File: src/osd_pkg.sv
// Oscillator select and divider: shared constants and types.
// Assumes a single 125 MHz clock and a plain strobe register port.
// Contract
// - Six-bit trim field is two's complement
// - Bits 14:12 report current source, read-only
// - Bits 10:8 select new source, eight codes
// - Switch request held until switch completes
// - Monitor config 00: freeze bit blocks switches
// - Monitor config 1x: switches never blocked
// - Control register writes need unlock first
// - Pin freeze needs unlock; one-shot keeps set
// - Lock bit high when locked or timer done
// - Lock bit cleared on switch, non-PLL mode
// - Bit 3 flags detected clock failure
// - Primary keeps running in sleep when set
// - Bit 1 enables the secondary oscillator
// - Source fields load from reset configuration
// - Interrupt clears ratio enable when recovering
// - Ratio field decodes 1:1 to 1:128, reset 011
// - Ratio applies only while enable is set
// - Divider source field decodes six sources
// - Postscaler divides PLL branch by 1,2,4,8
// - Force bit keeps PLL on, even asleep
package osd_pkg;
    // ------------------------------------------------------------
    // Register map
    // ------------------------------------------------------------
    localparam logic [11:0] OSD_OSC_CONTROL_REGISTER  = 12'h100;
    localparam logic [11:0] OSD_CLOCK_DIVIDER_REGISTER = 12'h102;
    localparam logic [11:0] OSD_TRIM_REGISTER         = 12'h106;
    localparam logic [11:0] OSD_UNLOCK_REGISTER       = 12'h110;
    localparam logic [15:0] OSD_UNLOCK_KEY1           = 16'h0046;
    localparam logic [15:0] OSD_UNLOCK_KEY2           = 16'h0057;
    // ------------------------------------------------------------
    // Control register fields
    // ------------------------------------------------------------
    localparam int OSD_CUR_LSB    = 12;
    localparam int OSD_NEW_LSB    = 8;
    localparam int OSD_FREEZE_BIT = 7;
    localparam int OSD_PIN_BIT    = 6;
    localparam int OSD_LOCK_BIT   = 5;
    localparam int OSD_FAIL_BIT   = 3;
    localparam int OSD_PKEEP_BIT  = 2;
    localparam int OSD_SEC_BIT    = 1;
    localparam int OSD_SW_BIT     = 0;
    // ------------------------------------------------------------
    // Divider register fields
    // ------------------------------------------------------------
    localparam int OSD_ROI_BIT    = 15;
    localparam int OSD_RATIO_LSB  = 12;
    localparam int OSD_RATEN_BIT  = 11;
    localparam int OSD_DSRC_LSB   = 8;
    localparam int OSD_POST_LSB   = 6;
    localparam int OSD_PLLF_BIT   = 5;
    localparam logic [2:0] OSD_RATIO_RESET = 3'h3;
    localparam logic [1:0] OSD_POST_RESET  = 2'h0;
    localparam logic       OSD_PLLF_RESET  = 1'b1;
    localparam logic [2:0] OSD_DSRC_RESET  = 3'h0;
    // ------------------------------------------------------------
    // Timing
    // ------------------------------------------------------------
    localparam int OSD_CLK_MHZ      = 125;
    localparam int OSD_SWITCH_NS    = 64;
    localparam int OSD_SWITCH_CYC   = (OSD_SWITCH_NS * OSD_CLK_MHZ + 999) / 1000;
    localparam int OSD_PLL_START_NS = 2000;
    localparam int OSD_PLL_START_CYC = (OSD_PLL_START_NS * OSD_CLK_MHZ + 999) / 1000;
    // ------------------------------------------------------------
    // Types
    // ------------------------------------------------------------
    typedef enum logic [2:0] {
        OSD_SRC_FAST_RC        = 3'b000,
        OSD_SRC_FAST_RC_PLL    = 3'b001,
        OSD_SRC_PRIMARY        = 3'b010,
        OSD_SRC_PRIMARY_PLL    = 3'b011,
        OSD_SRC_SECONDARY      = 3'b100,
        OSD_SRC_LOW_POWER_RC   = 3'b101,
        OSD_SRC_RESERVED       = 3'b110,
        OSD_SRC_DIVIDED        = 3'b111
    } osd_src_t;
    typedef enum logic [1:0] {
        OSD_IDLE   = 2'b00,
        OSD_SWITCH = 2'b01
    } osd_state_t;
endpackage

File: src/osd_pll_status.sv
// PLL lock tracking: start-up timer and lock status.
// Assumes the lock input is already synchronised by the caller.
`timescale 1ns/1ps
module osd_pll_status
    import osd_pkg::*;
#(
    parameter int START_CYC = OSD_PLL_START_CYC
)
(
    input  wire logic clk,
    input  wire logic srst,
    input  wire logic pll_run,
    input  wire logic restart,
    input  wire logic pll_locked,
    output logic      lock_status
);
    typedef struct packed {
        logic [15:0] count;
        logic        done;
    } osd_pll_s_t;
    osd_pll_s_t s, next_s;

    always_comb
    begin
        next_s = s;
        if (!pll_run || restart)
        begin
            next_s.count = 16'h0000;
            next_s.done  = 1'b0;
        end
        else if (s.count != 16'(START_CYC))
            next_s.count = s.count + 16'h0001;
        else
            next_s.done = 1'b1;
    end

    always_ff @(posedge clk)
    begin
        if (srst)
            s <= '0;
        else
            s <= next_s;
    end

    // Locked or timer expired, never while off or restarting
    assign lock_status = pll_run & ~restart & (s.done | pll_locked);
endmodule

File: src/osd_ratio_div.sv
// Peripheral clock ratio: one-cycle enable pulse every 2^ratio cycles.
// Assumes ratio fields come from the register file on the same clock.
`timescale 1ns/1ps
module osd_ratio_div
    import osd_pkg::*;
(
    input  wire logic       clk,
    input  wire logic       srst,
    input  wire logic       enable,
    input  wire logic [2:0] ratio,
    output logic            tick
);
    typedef struct packed {
        logic [6:0] count;
        logic       tick;
    } osd_rdiv_s_t;
    osd_rdiv_s_t s, next_s;
    logic [6:0] limit;

    always_comb
    begin
        limit  = enable ? 7'((8'h01 << ratio) - 8'h01) : 7'h00;
        next_s = s;
        if (s.count >= limit)
        begin
            next_s.count = 7'h00;
            next_s.tick  = 1'b1;
        end
        else
        begin
            next_s.count = s.count + 7'h01;
            next_s.tick  = 1'b0;
        end
    end

    always_ff @(posedge clk)
    begin
        if (srst)
            s <= '0;
        else
            s <= next_s;
    end

    assign tick = s.tick;
endmodule

File: src/osd_top.sv
// Oscillator source selection, switch sequencing and divider control.
// Assumes pins other than CLOCK_FAIL, PLL_LOCKED and IRQ are synchronous; bus is same clock.
`timescale 1ns/1ps
module osd_top
    import osd_pkg::*;
#(
    parameter int SWITCH_CYC = OSD_SWITCH_CYC,
    parameter int START_CYC  = OSD_PLL_START_CYC
)
(
    input  wire logic        CLK,
    input  wire logic        SRST,
    input  wire logic [11:0] ADDR,
    input  wire logic [15:0] WDATA,
    input  wire logic        WR,
    input  wire logic        RD,
    output logic      [15:0] RDATA,
    input  wire logic [2:0]  RESET_SOURCE_CONFIG,
    input  wire logic [1:0]  FAILSAFE_CONFIG,
    input  wire logic        PIN_LOCK_ONE_SHOT,
    input  wire logic        CLOCK_FAIL,
    input  wire logic        PLL_LOCKED,
    input  wire logic        IRQ,
    input  wire logic        SLEEP,
    output logic      [2:0]  ACTIVE_SOURCE,
    output logic             PRIMARY_RUN,
    output logic             SECONDARY_RUN,
    output logic             PLL_RUN,
    output logic      [3:0]  PLL_POST_DIV,
    output logic      [2:0]  DIVIDER_SOURCE,
    output logic      [5:0]  RC_TRIM,
    output logic             PIN_REMAP_FREEZE,
    output logic             PERIPH_TICK
);
    // ------------------------------------------------------------
    // State
    // ------------------------------------------------------------
    typedef struct packed {
        osd_state_t  state;
        logic [7:0]  count;
        logic        loaded;
        logic        unlock1;
        logic        unlocked;
        logic [2:0]  current_source_sel;
        logic [2:0]  new_source_sel;
        logic        selection_freeze;
        logic        pin_remap_freeze;
        logic        clock_fail_flag;
        logic        primary_sleep_keep;
        logic        secondary_osc_enable;
        logic        switch_request;
        logic        recover_on_irq;
        logic [2:0]  ratio_sel;
        logic        ratio_reduce_enable;
        logic [2:0]  divider_source_sel;
        logic [1:0]  pll_postscale_sel;
        logic        pll_force_on;
        logic [5:0]  rc_trim_value;
        logic [15:0] rdata;
        logic        primary_run;
        logic        secondary_run;
        logic        pll_run;
        logic [3:0]  post_div;
        logic [2:0]  sync_fail1;
        logic [2:0]  sync_fail2;
    } osd_state_s_t;
    osd_state_s_t s, next_s;

    logic       lock_status;
    logic       restart;
    logic       periph_tick;
    logic       fail_s;
    logic       pll_lock_s;
    logic       irq_s;
    logic [2:0] sync_in;

    // Decode used for both the lock bit readback and run requests
    function automatic logic uses_pll(input logic [2:0] src);
        return (src == OSD_SRC_FAST_RC_PLL) || (src == OSD_SRC_PRIMARY_PLL);
    endfunction

    assign sync_in    = {CLOCK_FAIL, PLL_LOCKED, IRQ};
    assign fail_s     = s.sync_fail2[2];
    assign pll_lock_s = s.sync_fail2[1];
    assign irq_s      = s.sync_fail2[0];

    // ------------------------------------------------------------
    // Next state
    // ------------------------------------------------------------
    logic       wr_ctrl;
    logic       wr_div;
    logic       sel_locked;
    logic [1:0] pshift;

    always_comb
    begin
        next_s = s;
        restart = 1'b0;
        next_s.sync_fail1 = sync_in;
        next_s.sync_fail2 = s.sync_fail1;
        // Lock only holds with the monitor enabled
        sel_locked = (FAILSAFE_CONFIG == 2'b00) && s.selection_freeze;
        wr_ctrl = WR && (ADDR == OSD_OSC_CONTROL_REGISTER) && s.unlocked;
        wr_div  = WR && (ADDR == OSD_CLOCK_DIVIDER_REGISTER);

        // Strap capture after the reset is released
        if (!s.loaded)
        begin
            next_s.loaded             = 1'b1;
            next_s.current_source_sel = RESET_SOURCE_CONFIG;
            next_s.new_source_sel     = RESET_SOURCE_CONFIG;
        end

        // Two-write key opens one control register write
        if (WR && ADDR == OSD_UNLOCK_REGISTER)
        begin
            next_s.unlock1  = (WDATA == OSD_UNLOCK_KEY1);
            next_s.unlocked = s.unlock1 && (WDATA == OSD_UNLOCK_KEY2);
        end
        else if (WR || RD)
        begin
            next_s.unlock1  = 1'b0;
            next_s.unlocked = s.unlocked && !wr_ctrl;
        end

        if (wr_ctrl)
        begin
            if (!sel_locked)
                next_s.new_source_sel = WDATA[OSD_NEW_LSB +: 3];
            next_s.selection_freeze   = WDATA[OSD_FREEZE_BIT] | s.selection_freeze;
            if (!(PIN_LOCK_ONE_SHOT && s.pin_remap_freeze))
                next_s.pin_remap_freeze = WDATA[OSD_PIN_BIT];
            next_s.clock_fail_flag      = WDATA[OSD_FAIL_BIT];
            next_s.primary_sleep_keep   = WDATA[OSD_PKEEP_BIT];
            next_s.secondary_osc_enable = WDATA[OSD_SEC_BIT];
            if (WDATA[OSD_SW_BIT])
                next_s.switch_request = 1'b1;
        end
        if (fail_s)
            next_s.clock_fail_flag = 1'b1;

        if (wr_div)
        begin
            next_s.recover_on_irq      = WDATA[OSD_ROI_BIT];
            next_s.ratio_sel           = WDATA[OSD_RATIO_LSB +: 3];
            next_s.ratio_reduce_enable = WDATA[OSD_RATEN_BIT];
            next_s.divider_source_sel  = WDATA[OSD_DSRC_LSB +: 3];
            next_s.pll_postscale_sel   = WDATA[OSD_POST_LSB +: 2];
            next_s.pll_force_on        = WDATA[OSD_PLLF_BIT];
        end
        if (WR && ADDR == OSD_TRIM_REGISTER)
            next_s.rc_trim_value = WDATA[5:0];
        // Interrupt wins over a simultaneous write of the enable
        if (irq_s && s.recover_on_irq)
            next_s.ratio_reduce_enable = 1'b0;

        case (s.state)
            OSD_IDLE:
            begin
                next_s.count = 8'h00;
                // Locked or reserved requests simply wait
                if (s.switch_request && !sel_locked
                    && s.new_source_sel != OSD_SRC_RESERVED)
                    next_s.state = OSD_SWITCH;
            end
            OSD_SWITCH:
            begin
                next_s.count = s.count + 8'h01;
                if (s.count == 8'(SWITCH_CYC - 1))
                begin
                    next_s.state              = OSD_IDLE;
                    next_s.current_source_sel = s.new_source_sel;
                    next_s.switch_request     = 1'b0;
                    restart                   = 1'b1;
                end
            end
            default:
                next_s.state = OSD_IDLE;
        endcase

        next_s.primary_run   = !SLEEP || s.primary_sleep_keep;
        next_s.secondary_run = s.secondary_osc_enable;
        next_s.pll_run = s.pll_force_on || (!SLEEP && uses_pll(s.current_source_sel));
        pshift = s.pll_postscale_sel;
        next_s.post_div = 4'(5'h01 << pshift);

        next_s.rdata = 16'h0000;
        if (RD)
        begin
            case (ADDR)
                OSD_OSC_CONTROL_REGISTER:
                    next_s.rdata = {1'b0, s.current_source_sel, 1'b0, s.new_source_sel,
                                    s.selection_freeze, s.pin_remap_freeze,
                                    lock_status & uses_pll(s.current_source_sel), 1'b0,
                                    s.clock_fail_flag, s.primary_sleep_keep,
                                    s.secondary_osc_enable, s.switch_request};
                OSD_CLOCK_DIVIDER_REGISTER:
                    next_s.rdata = {s.recover_on_irq, s.ratio_sel, s.ratio_reduce_enable,
                                    s.divider_source_sel, s.pll_postscale_sel,
                                    s.pll_force_on, 5'h00};
                OSD_TRIM_REGISTER:
                    next_s.rdata = {10'h000, s.rc_trim_value};
                default:
                    next_s.rdata = 16'h0000;
            endcase
        end
    end

    // ------------------------------------------------------------
    // Registers
    // ------------------------------------------------------------
    always_ff @(posedge CLK)
    begin
        if (SRST)
        begin
            s                   <= '0;
            s.ratio_sel         <= OSD_RATIO_RESET;
            s.pll_postscale_sel <= OSD_POST_RESET;
            s.pll_force_on      <= OSD_PLLF_RESET;
            s.divider_source_sel <= OSD_DSRC_RESET;
            s.post_div          <= 4'h1;
        end
        else
            s <= next_s;
    end

    osd_pll_status #(.START_CYC(START_CYC)) u_pll (
        .clk         (CLK),
        .srst        (SRST),
        .pll_run     (s.pll_run),
        .restart     (restart),
        .pll_locked  (pll_lock_s),
        .lock_status (lock_status)
    );

    osd_ratio_div u_ratio (
        .clk    (CLK),
        .srst   (SRST),
        .enable (s.ratio_reduce_enable),
        .ratio  (s.ratio_sel),
        .tick   (periph_tick)
    );

    assign RDATA            = s.rdata;
    assign ACTIVE_SOURCE    = s.current_source_sel;
    assign PRIMARY_RUN      = s.primary_run;
    assign SECONDARY_RUN    = s.secondary_run;
    assign PLL_RUN          = s.pll_run;
    assign PLL_POST_DIV     = s.post_div;
    assign DIVIDER_SOURCE   = s.divider_source_sel;
    assign RC_TRIM          = s.rc_trim_value;
    assign PIN_REMAP_FREEZE = s.pin_remap_freeze;
    assign PERIPH_TICK      = periph_tick;

    // ------------------------------------------------------------
    // Checks
    // ------------------------------------------------------------
    property p_switch_done;
        @(posedge CLK) disable iff (SRST)
        (s.state == OSD_SWITCH && next_s.state == OSD_IDLE) |=>
            !s.switch_request && s.current_source_sel == $past(s.new_source_sel);
    endproperty
    a_switch_done: assert property (p_switch_done) else $error("switch end wrong");

    property p_lock_hold;
        @(posedge CLK) disable iff (SRST)
        (FAILSAFE_CONFIG == 2'b00 && s.selection_freeze && s.state == OSD_IDLE)
            |-> next_s.state == OSD_IDLE;
    endproperty
    a_lock_hold: assert property (p_lock_hold) else $error("switch while frozen");

    property p_reserved_wait;
        @(posedge CLK) disable iff (SRST)
        (s.state == OSD_IDLE && s.new_source_sel == OSD_SRC_RESERVED) |=> s.state == OSD_IDLE;
    endproperty
    a_reserved_wait: assert property (p_reserved_wait) else $error("reserved taken");

    property p_fail_set;
        @(posedge CLK) disable iff (SRST)
        fail_s |=> s.clock_fail_flag;
    endproperty
    a_fail_set: assert property (p_fail_set) else $error("fail flag missed");

    property p_irq_recover;
        @(posedge CLK) disable iff (SRST)
        (irq_s && s.recover_on_irq) |=> !s.ratio_reduce_enable;
    endproperty
    a_irq_recover: assert property (p_irq_recover) else $error("ratio kept on irq");

    property p_pin_oneshot;
        @(posedge CLK) disable iff (SRST)
        (PIN_LOCK_ONE_SHOT && s.pin_remap_freeze) |=> s.pin_remap_freeze;
    endproperty
    a_pin_oneshot: assert property (p_pin_oneshot) else $error("pin freeze cleared");

    property p_request_held;
        @(posedge CLK) disable iff (SRST)
        (s.state == OSD_SWITCH && next_s.state == OSD_SWITCH) |=> s.switch_request;
    endproperty
    a_request_held: assert property (p_request_held) else $error("request dropped");

    property p_post_div;
        @(posedge CLK) disable iff (SRST)
        ##1 PLL_POST_DIV == 4'(5'h01 << $past(s.pll_postscale_sel));
    endproperty
    a_post_div: assert property (p_post_div) else $error("postscale wrong");

    property p_no_lock_on_switch;
        @(posedge CLK) disable iff (SRST)
        restart |-> !lock_status;
    endproperty
    a_no_lock_on_switch: assert property (p_no_lock_on_switch) else $error("lock on switch");

    property p_frozen_keep;
        @(posedge CLK) disable iff (SRST)
        (wr_ctrl && sel_locked) |=> $stable(s.new_source_sel);
    endproperty
    a_frozen_keep: assert property (p_frozen_keep) else $error("frozen source written");

    property p_locked_write;
        @(posedge CLK) disable iff (SRST)
        (WR && ADDR == OSD_OSC_CONTROL_REGISTER && !s.unlocked) |=>
            $stable(s.secondary_osc_enable) && $stable(s.primary_sleep_keep);
    endproperty
    a_locked_write: assert property (p_locked_write) else $error("locked write taken");

    property p_strap;
        @(posedge CLK) disable iff (SRST)
        (!SRST && !s.loaded) |=> s.current_source_sel == $past(RESET_SOURCE_CONFIG);
    endproperty
    a_strap: assert property (p_strap) else $error("strap not loaded");

    property p_sleep_stop;
        @(posedge CLK) disable iff (SRST)
        (SLEEP && !s.primary_sleep_keep) |=> !PRIMARY_RUN;
    endproperty
    a_sleep_stop: assert property (p_sleep_stop) else $error("primary kept in sleep");

    c_switch: cover property (@(posedge CLK) s.state == OSD_SWITCH ##1 s.state == OSD_IDLE);
    c_fail:   cover property (@(posedge CLK) fail_s);
    c_irq:    cover property (@(posedge CLK) irq_s && s.recover_on_irq && s.ratio_reduce_enable);
    c_reserved: cover property (@(posedge CLK) s.new_source_sel == OSD_SRC_RESERVED);
    c_frozen: cover property (@(posedge CLK) wr_ctrl && sel_locked);

endmodule

File: config.mk
export PLATFORM = sky130hd
export DESIGN_NAME = osd_top
export DESIGN_NICKNAME = d
export VERILOG_FILES = /design/src/osd_pkg.sv /design/src/osd_pll_status.sv /design/src/osd_ratio_div.sv /design/src/osd_top.sv
export SDC_FILE = /design/constraint.sdc
export NUM_CORES = 1
export LEC_CHECK = 0
export CORE_ASPECT_RATIO = 0.75
export CORE_MARGIN = 4
export CORE_UTILIZATION = 33
export CTS_BUF_LIST = sky130_fd_sc_hd__clkbuf_4 sky130_fd_sc_hd__clkbuf_8 sky130_fd_sc_hd__clkbuf_16
export DETAILED_ROUTE_END_ITERATION = 16
export DONT_BUFFER_PORTS = 1
export SLEW_MARGIN = 30
export SYNTH_ARGS = -nofsm -noshare
export SYNTH_HDL_FRONTEND = slang
export SYNTH_SLANG_ARGS = --single-unit
File: constraint.sdc
create_clock -name CLK -period 3.1 [get_ports CLK]
set_input_delay 0.465 -clock CLK [delete_from_list [all_inputs] [get_ports CLK]]
set_output_delay 0.465 -clock CLK [all_outputs]
set_load 0.01 [all_outputs]
==> impl_metrics.tcl <==
set metrics [dict create \
    status "completed" \
    clkTransAtPathRegs_ns 0.07 \
    detail_route.wl_per_cell_um 17.2 \
    drv_cap 0 \
    synth.avg_cell_area_um2 9.24 \
    insertion_delay_ns 0.35 \
    synth_common_cells "95 x dfxtp_1, 64 x nor2_1, 32 x buf_4" \
    p_switching_uw 531 \
    worstReg2RegEnd "u_ratio.s[5]" \
    syn-cell-area_um2 4290 \
    ant_nets 0 \
    cts_sinks 95 \
    seqPwrFrac_pct 50.0 \
    synth.most_common_cell "dfxtp_1" \
    ios 79 \
    synth.distinct_cells 50 \
    drtPass1Iterations 5 \
    synth.area.top_cells "dfxtp_1 44%, buf_4 5.6%, nor2_1 5.6%, mux2i_1 4.9%, ha_1 3.5%" \
    vdd_drop_max_uv 305 \
    fmax_mhz 353 \
    fin_hold_ws_ns 0.186 \
    p_per_area_nw_per_um2 555 \
    grt_pass1_wl_mm 15.6 \
    seq_area_frac_synth_pct 44.4 \
    drtIter0Drc 127 \
    place_congestion 0.770 \
    antennaDiodeCount 0 \
    fin_crit_sh_pct 91.4 \
    async_flop_share_pct 0 \
    synth_edf_count 0 \
    yosysTopAreaCellShare_pct 44.4 \
    grt_max_degree 36 \
    cts_tree "yes" \
    cts_buffers 9 \
    antenna_found_initial 0 \
    via_per_inst 5.03 \
    core_um2 12500 \
    startpoint "s[44]" \
    h-tree-depth 3 \
    synth_nets 518 \
    tightest_slew_ns 0.679 \
    track_usage_pct 13.6 \
    rr_startpoint "s[44]" \
    fp.dieH_um 107 \
    rsz0062_at_grt "no" \
    endpoint_kind "flip-flop" \
    hold_class "input pin to flip-flop" \
    ff2ff_path_depth 12 \
    p_leak_nw 1.59 \
    finalMaxSlewViolations 0 \
    r2r_setup_slack_ns 0.27 \
    vias 2999 \
    path_max_fanout 10 \
    grt_pass1_vias 2775 \
    yosysWarnings 0 \
    syn_to_final_growth_pct 5.05 \
    required_ns 3.38 \
    drcViolationCount 0 \
    drive_above_1_share_pct 8.84 \
    cp.arrival_ns 3.12 \
    hold_viol_final 0 \
    max_slew_margin_pct 54.6 \
    portBuffers 0 \
    p_comb_share_pct 2.3 \
    place_hpwl_mm 7.57 \
    start_util_pct 34.4 \
    yosys.area.top_type "dfxtp_1" \
    grt_overflow 0 \
    cts.path.max_buffers 2 \
    crit_type "flip-flop to flip-flop" \
    finalSetupViolCount 0 \
    netlist_instances 464 \
    synthFlopType "dfxtp_1" \
    worst_clock_skew_ns 0.00879 \
    die_x_um 140 \
    root_buffer "clkbuf_16" \
    endpoint "u_ratio.s[5]" \
    ys_ff_latch 95 \
    finalCriticalPeriod_ns 2.83 \
    swShare_pct 21.2 \
    power.share.clock_pct 47.7 \
    row_count 35 \
    wl_mm 10.2 \
    power.internal_mw 1.97 \
    tns_ns 0 \
    dieArea_um2 14900 \
    nets 479 \
    fillers 1267 \
    start_kind "flip-flop" \
]
## metal layers
layer  GRT usage [%]  part of all wire, %  vias up
li1                -                    -     1501
met1            17.9                   48     1418
met2            20.7                   44       73
met3            5.35                  7.8        7
met4            3.67                 0.88        0
met5               0                    0        -
## timing repair
| item | 4_1_cts | 5_1_grt |
|---|---|---|
| setup buffers | 0 | 1 |
| gates resized for setup | 0 | 0 |
| hold buffers | 0 | 0 |
| endpoints found under the setup margin | 0 | 7 |
## how the worst min path moves through the flow
stage / startpoint / end / slack [ns] / depth (start not counted)
6_report: SRST / next_s[0] / 0.19 / 1
5_1_grt: SRST / next_s[0] / 0.17 / 1
4_1_cts: SRST / irq_s / 0.17 / 1
3_5_place_dp: next_s[1] / pll_lock_s / 0.43 / 1
3_3_place_gp: next_s[2] / fail_s / 0.42 / 1
2_1_floorplan: s[61] / s[61] / 0.41 / 1
## state kept, by name, indices dropped and copies added (netlist names), 4 cells and up
register      flops
PLL_POST_DIV      4
s                25
next_s            4
RC_TRIM           6
u_pll.s          17
RDATA            16
u_ratio.s         7
## worst max-delay path, stage by stage, from the launching register on
cell,delay [ns]
dfxtp_1,0.40
or3_1,0.43
ha_1,0.27
nor3b_1,0.20
a21oi_1,0.06
o21ai_0,0.17
nand2_1,0.09
ha_1,0.29
and3_1,0.17
a221oi_1,0.30
o211ai_1,0.14
buf_4,0.18
nor2_1,0.09
## layout make-up
type                    instances  area, um^2  area share (%)
inverters                      12        45.0            1.00
clock buffers                   9         225            5.00
multi-input cells             305        2010            44.7
clock inverters                 7        96.3            2.14
flip-flops and latches         95        1900            42.2
repair buffers                  2        15.0           0.333
well taps                     166         208            4.61
## metrics by stage
| stage | instances | util, % | cell area, um^2 | power (mW) | setup slack, ns |
|---|---|---|---|---|---|
| final | 596 | 36.1 | 4500 | 2.50 | 0.267 |
| after global routing | 596 | 36.1 | 4500 | 2.60 | 0.0685 |
| after CTS | 595 | 36.0 | 4500 | 2.54 | 0.226 |
| after detailed placement | 579 | 33.5 | 4180 | 1.33 | 0.255 |
| after global placement | 579 | 33.5 | 4180 | 1.33 | 0.390 |
| after floorplan | 464 | - | 4290 | 1.33 | 0.484 |
## power by group through the flow
stage	combinational [mW]	clock (mW)	sequential [mW]
floorplan	0.0623	0	1.27
global placement	0.0573	0	1.28
detailed placement	0.0579	0	1.28
CTS	0.0582	1.23	1.25
global route	0.0637	1.28	1.25
finish	0.0580	1.19	1.25
## cell usage in the layout, fill, tap and decap left out, types with 3 or more instances in the layout
cell         n
o21ai_0      6
inv_1       12
nand3_1     21
mux2_2       4
clkinvlp_4   3
nor4_1       6
o211ai_1     4
ha_1        12
xnor2_1     14
a22oi_1      4
nor4b_1      4
a211oi_1     4
nand2_1     27
xor2_1      11
dfxtp_1     95
mux2i_1     21
nand4_1      9
nor3_1      10
and3_1       6
nor3b_1     13
nor2_1      64
and2_1       4
a21oi_1     12
nand2b_1     3
a31o_2       8
clkbuf_16    9
nor2b_1     10
## cell families after synthesis
logic type	synth area share, %
buffers and inverters	8.70
flip-flops	44.4
adder cells (fa/ha/maj)	3.50
XOR/XNOR	5.11
AND/OR/NAND/NOR	24.7
multiplexers	5.95
AO/OA/AOI/OAI	7.73
Power figures use the tool's default switching activity.
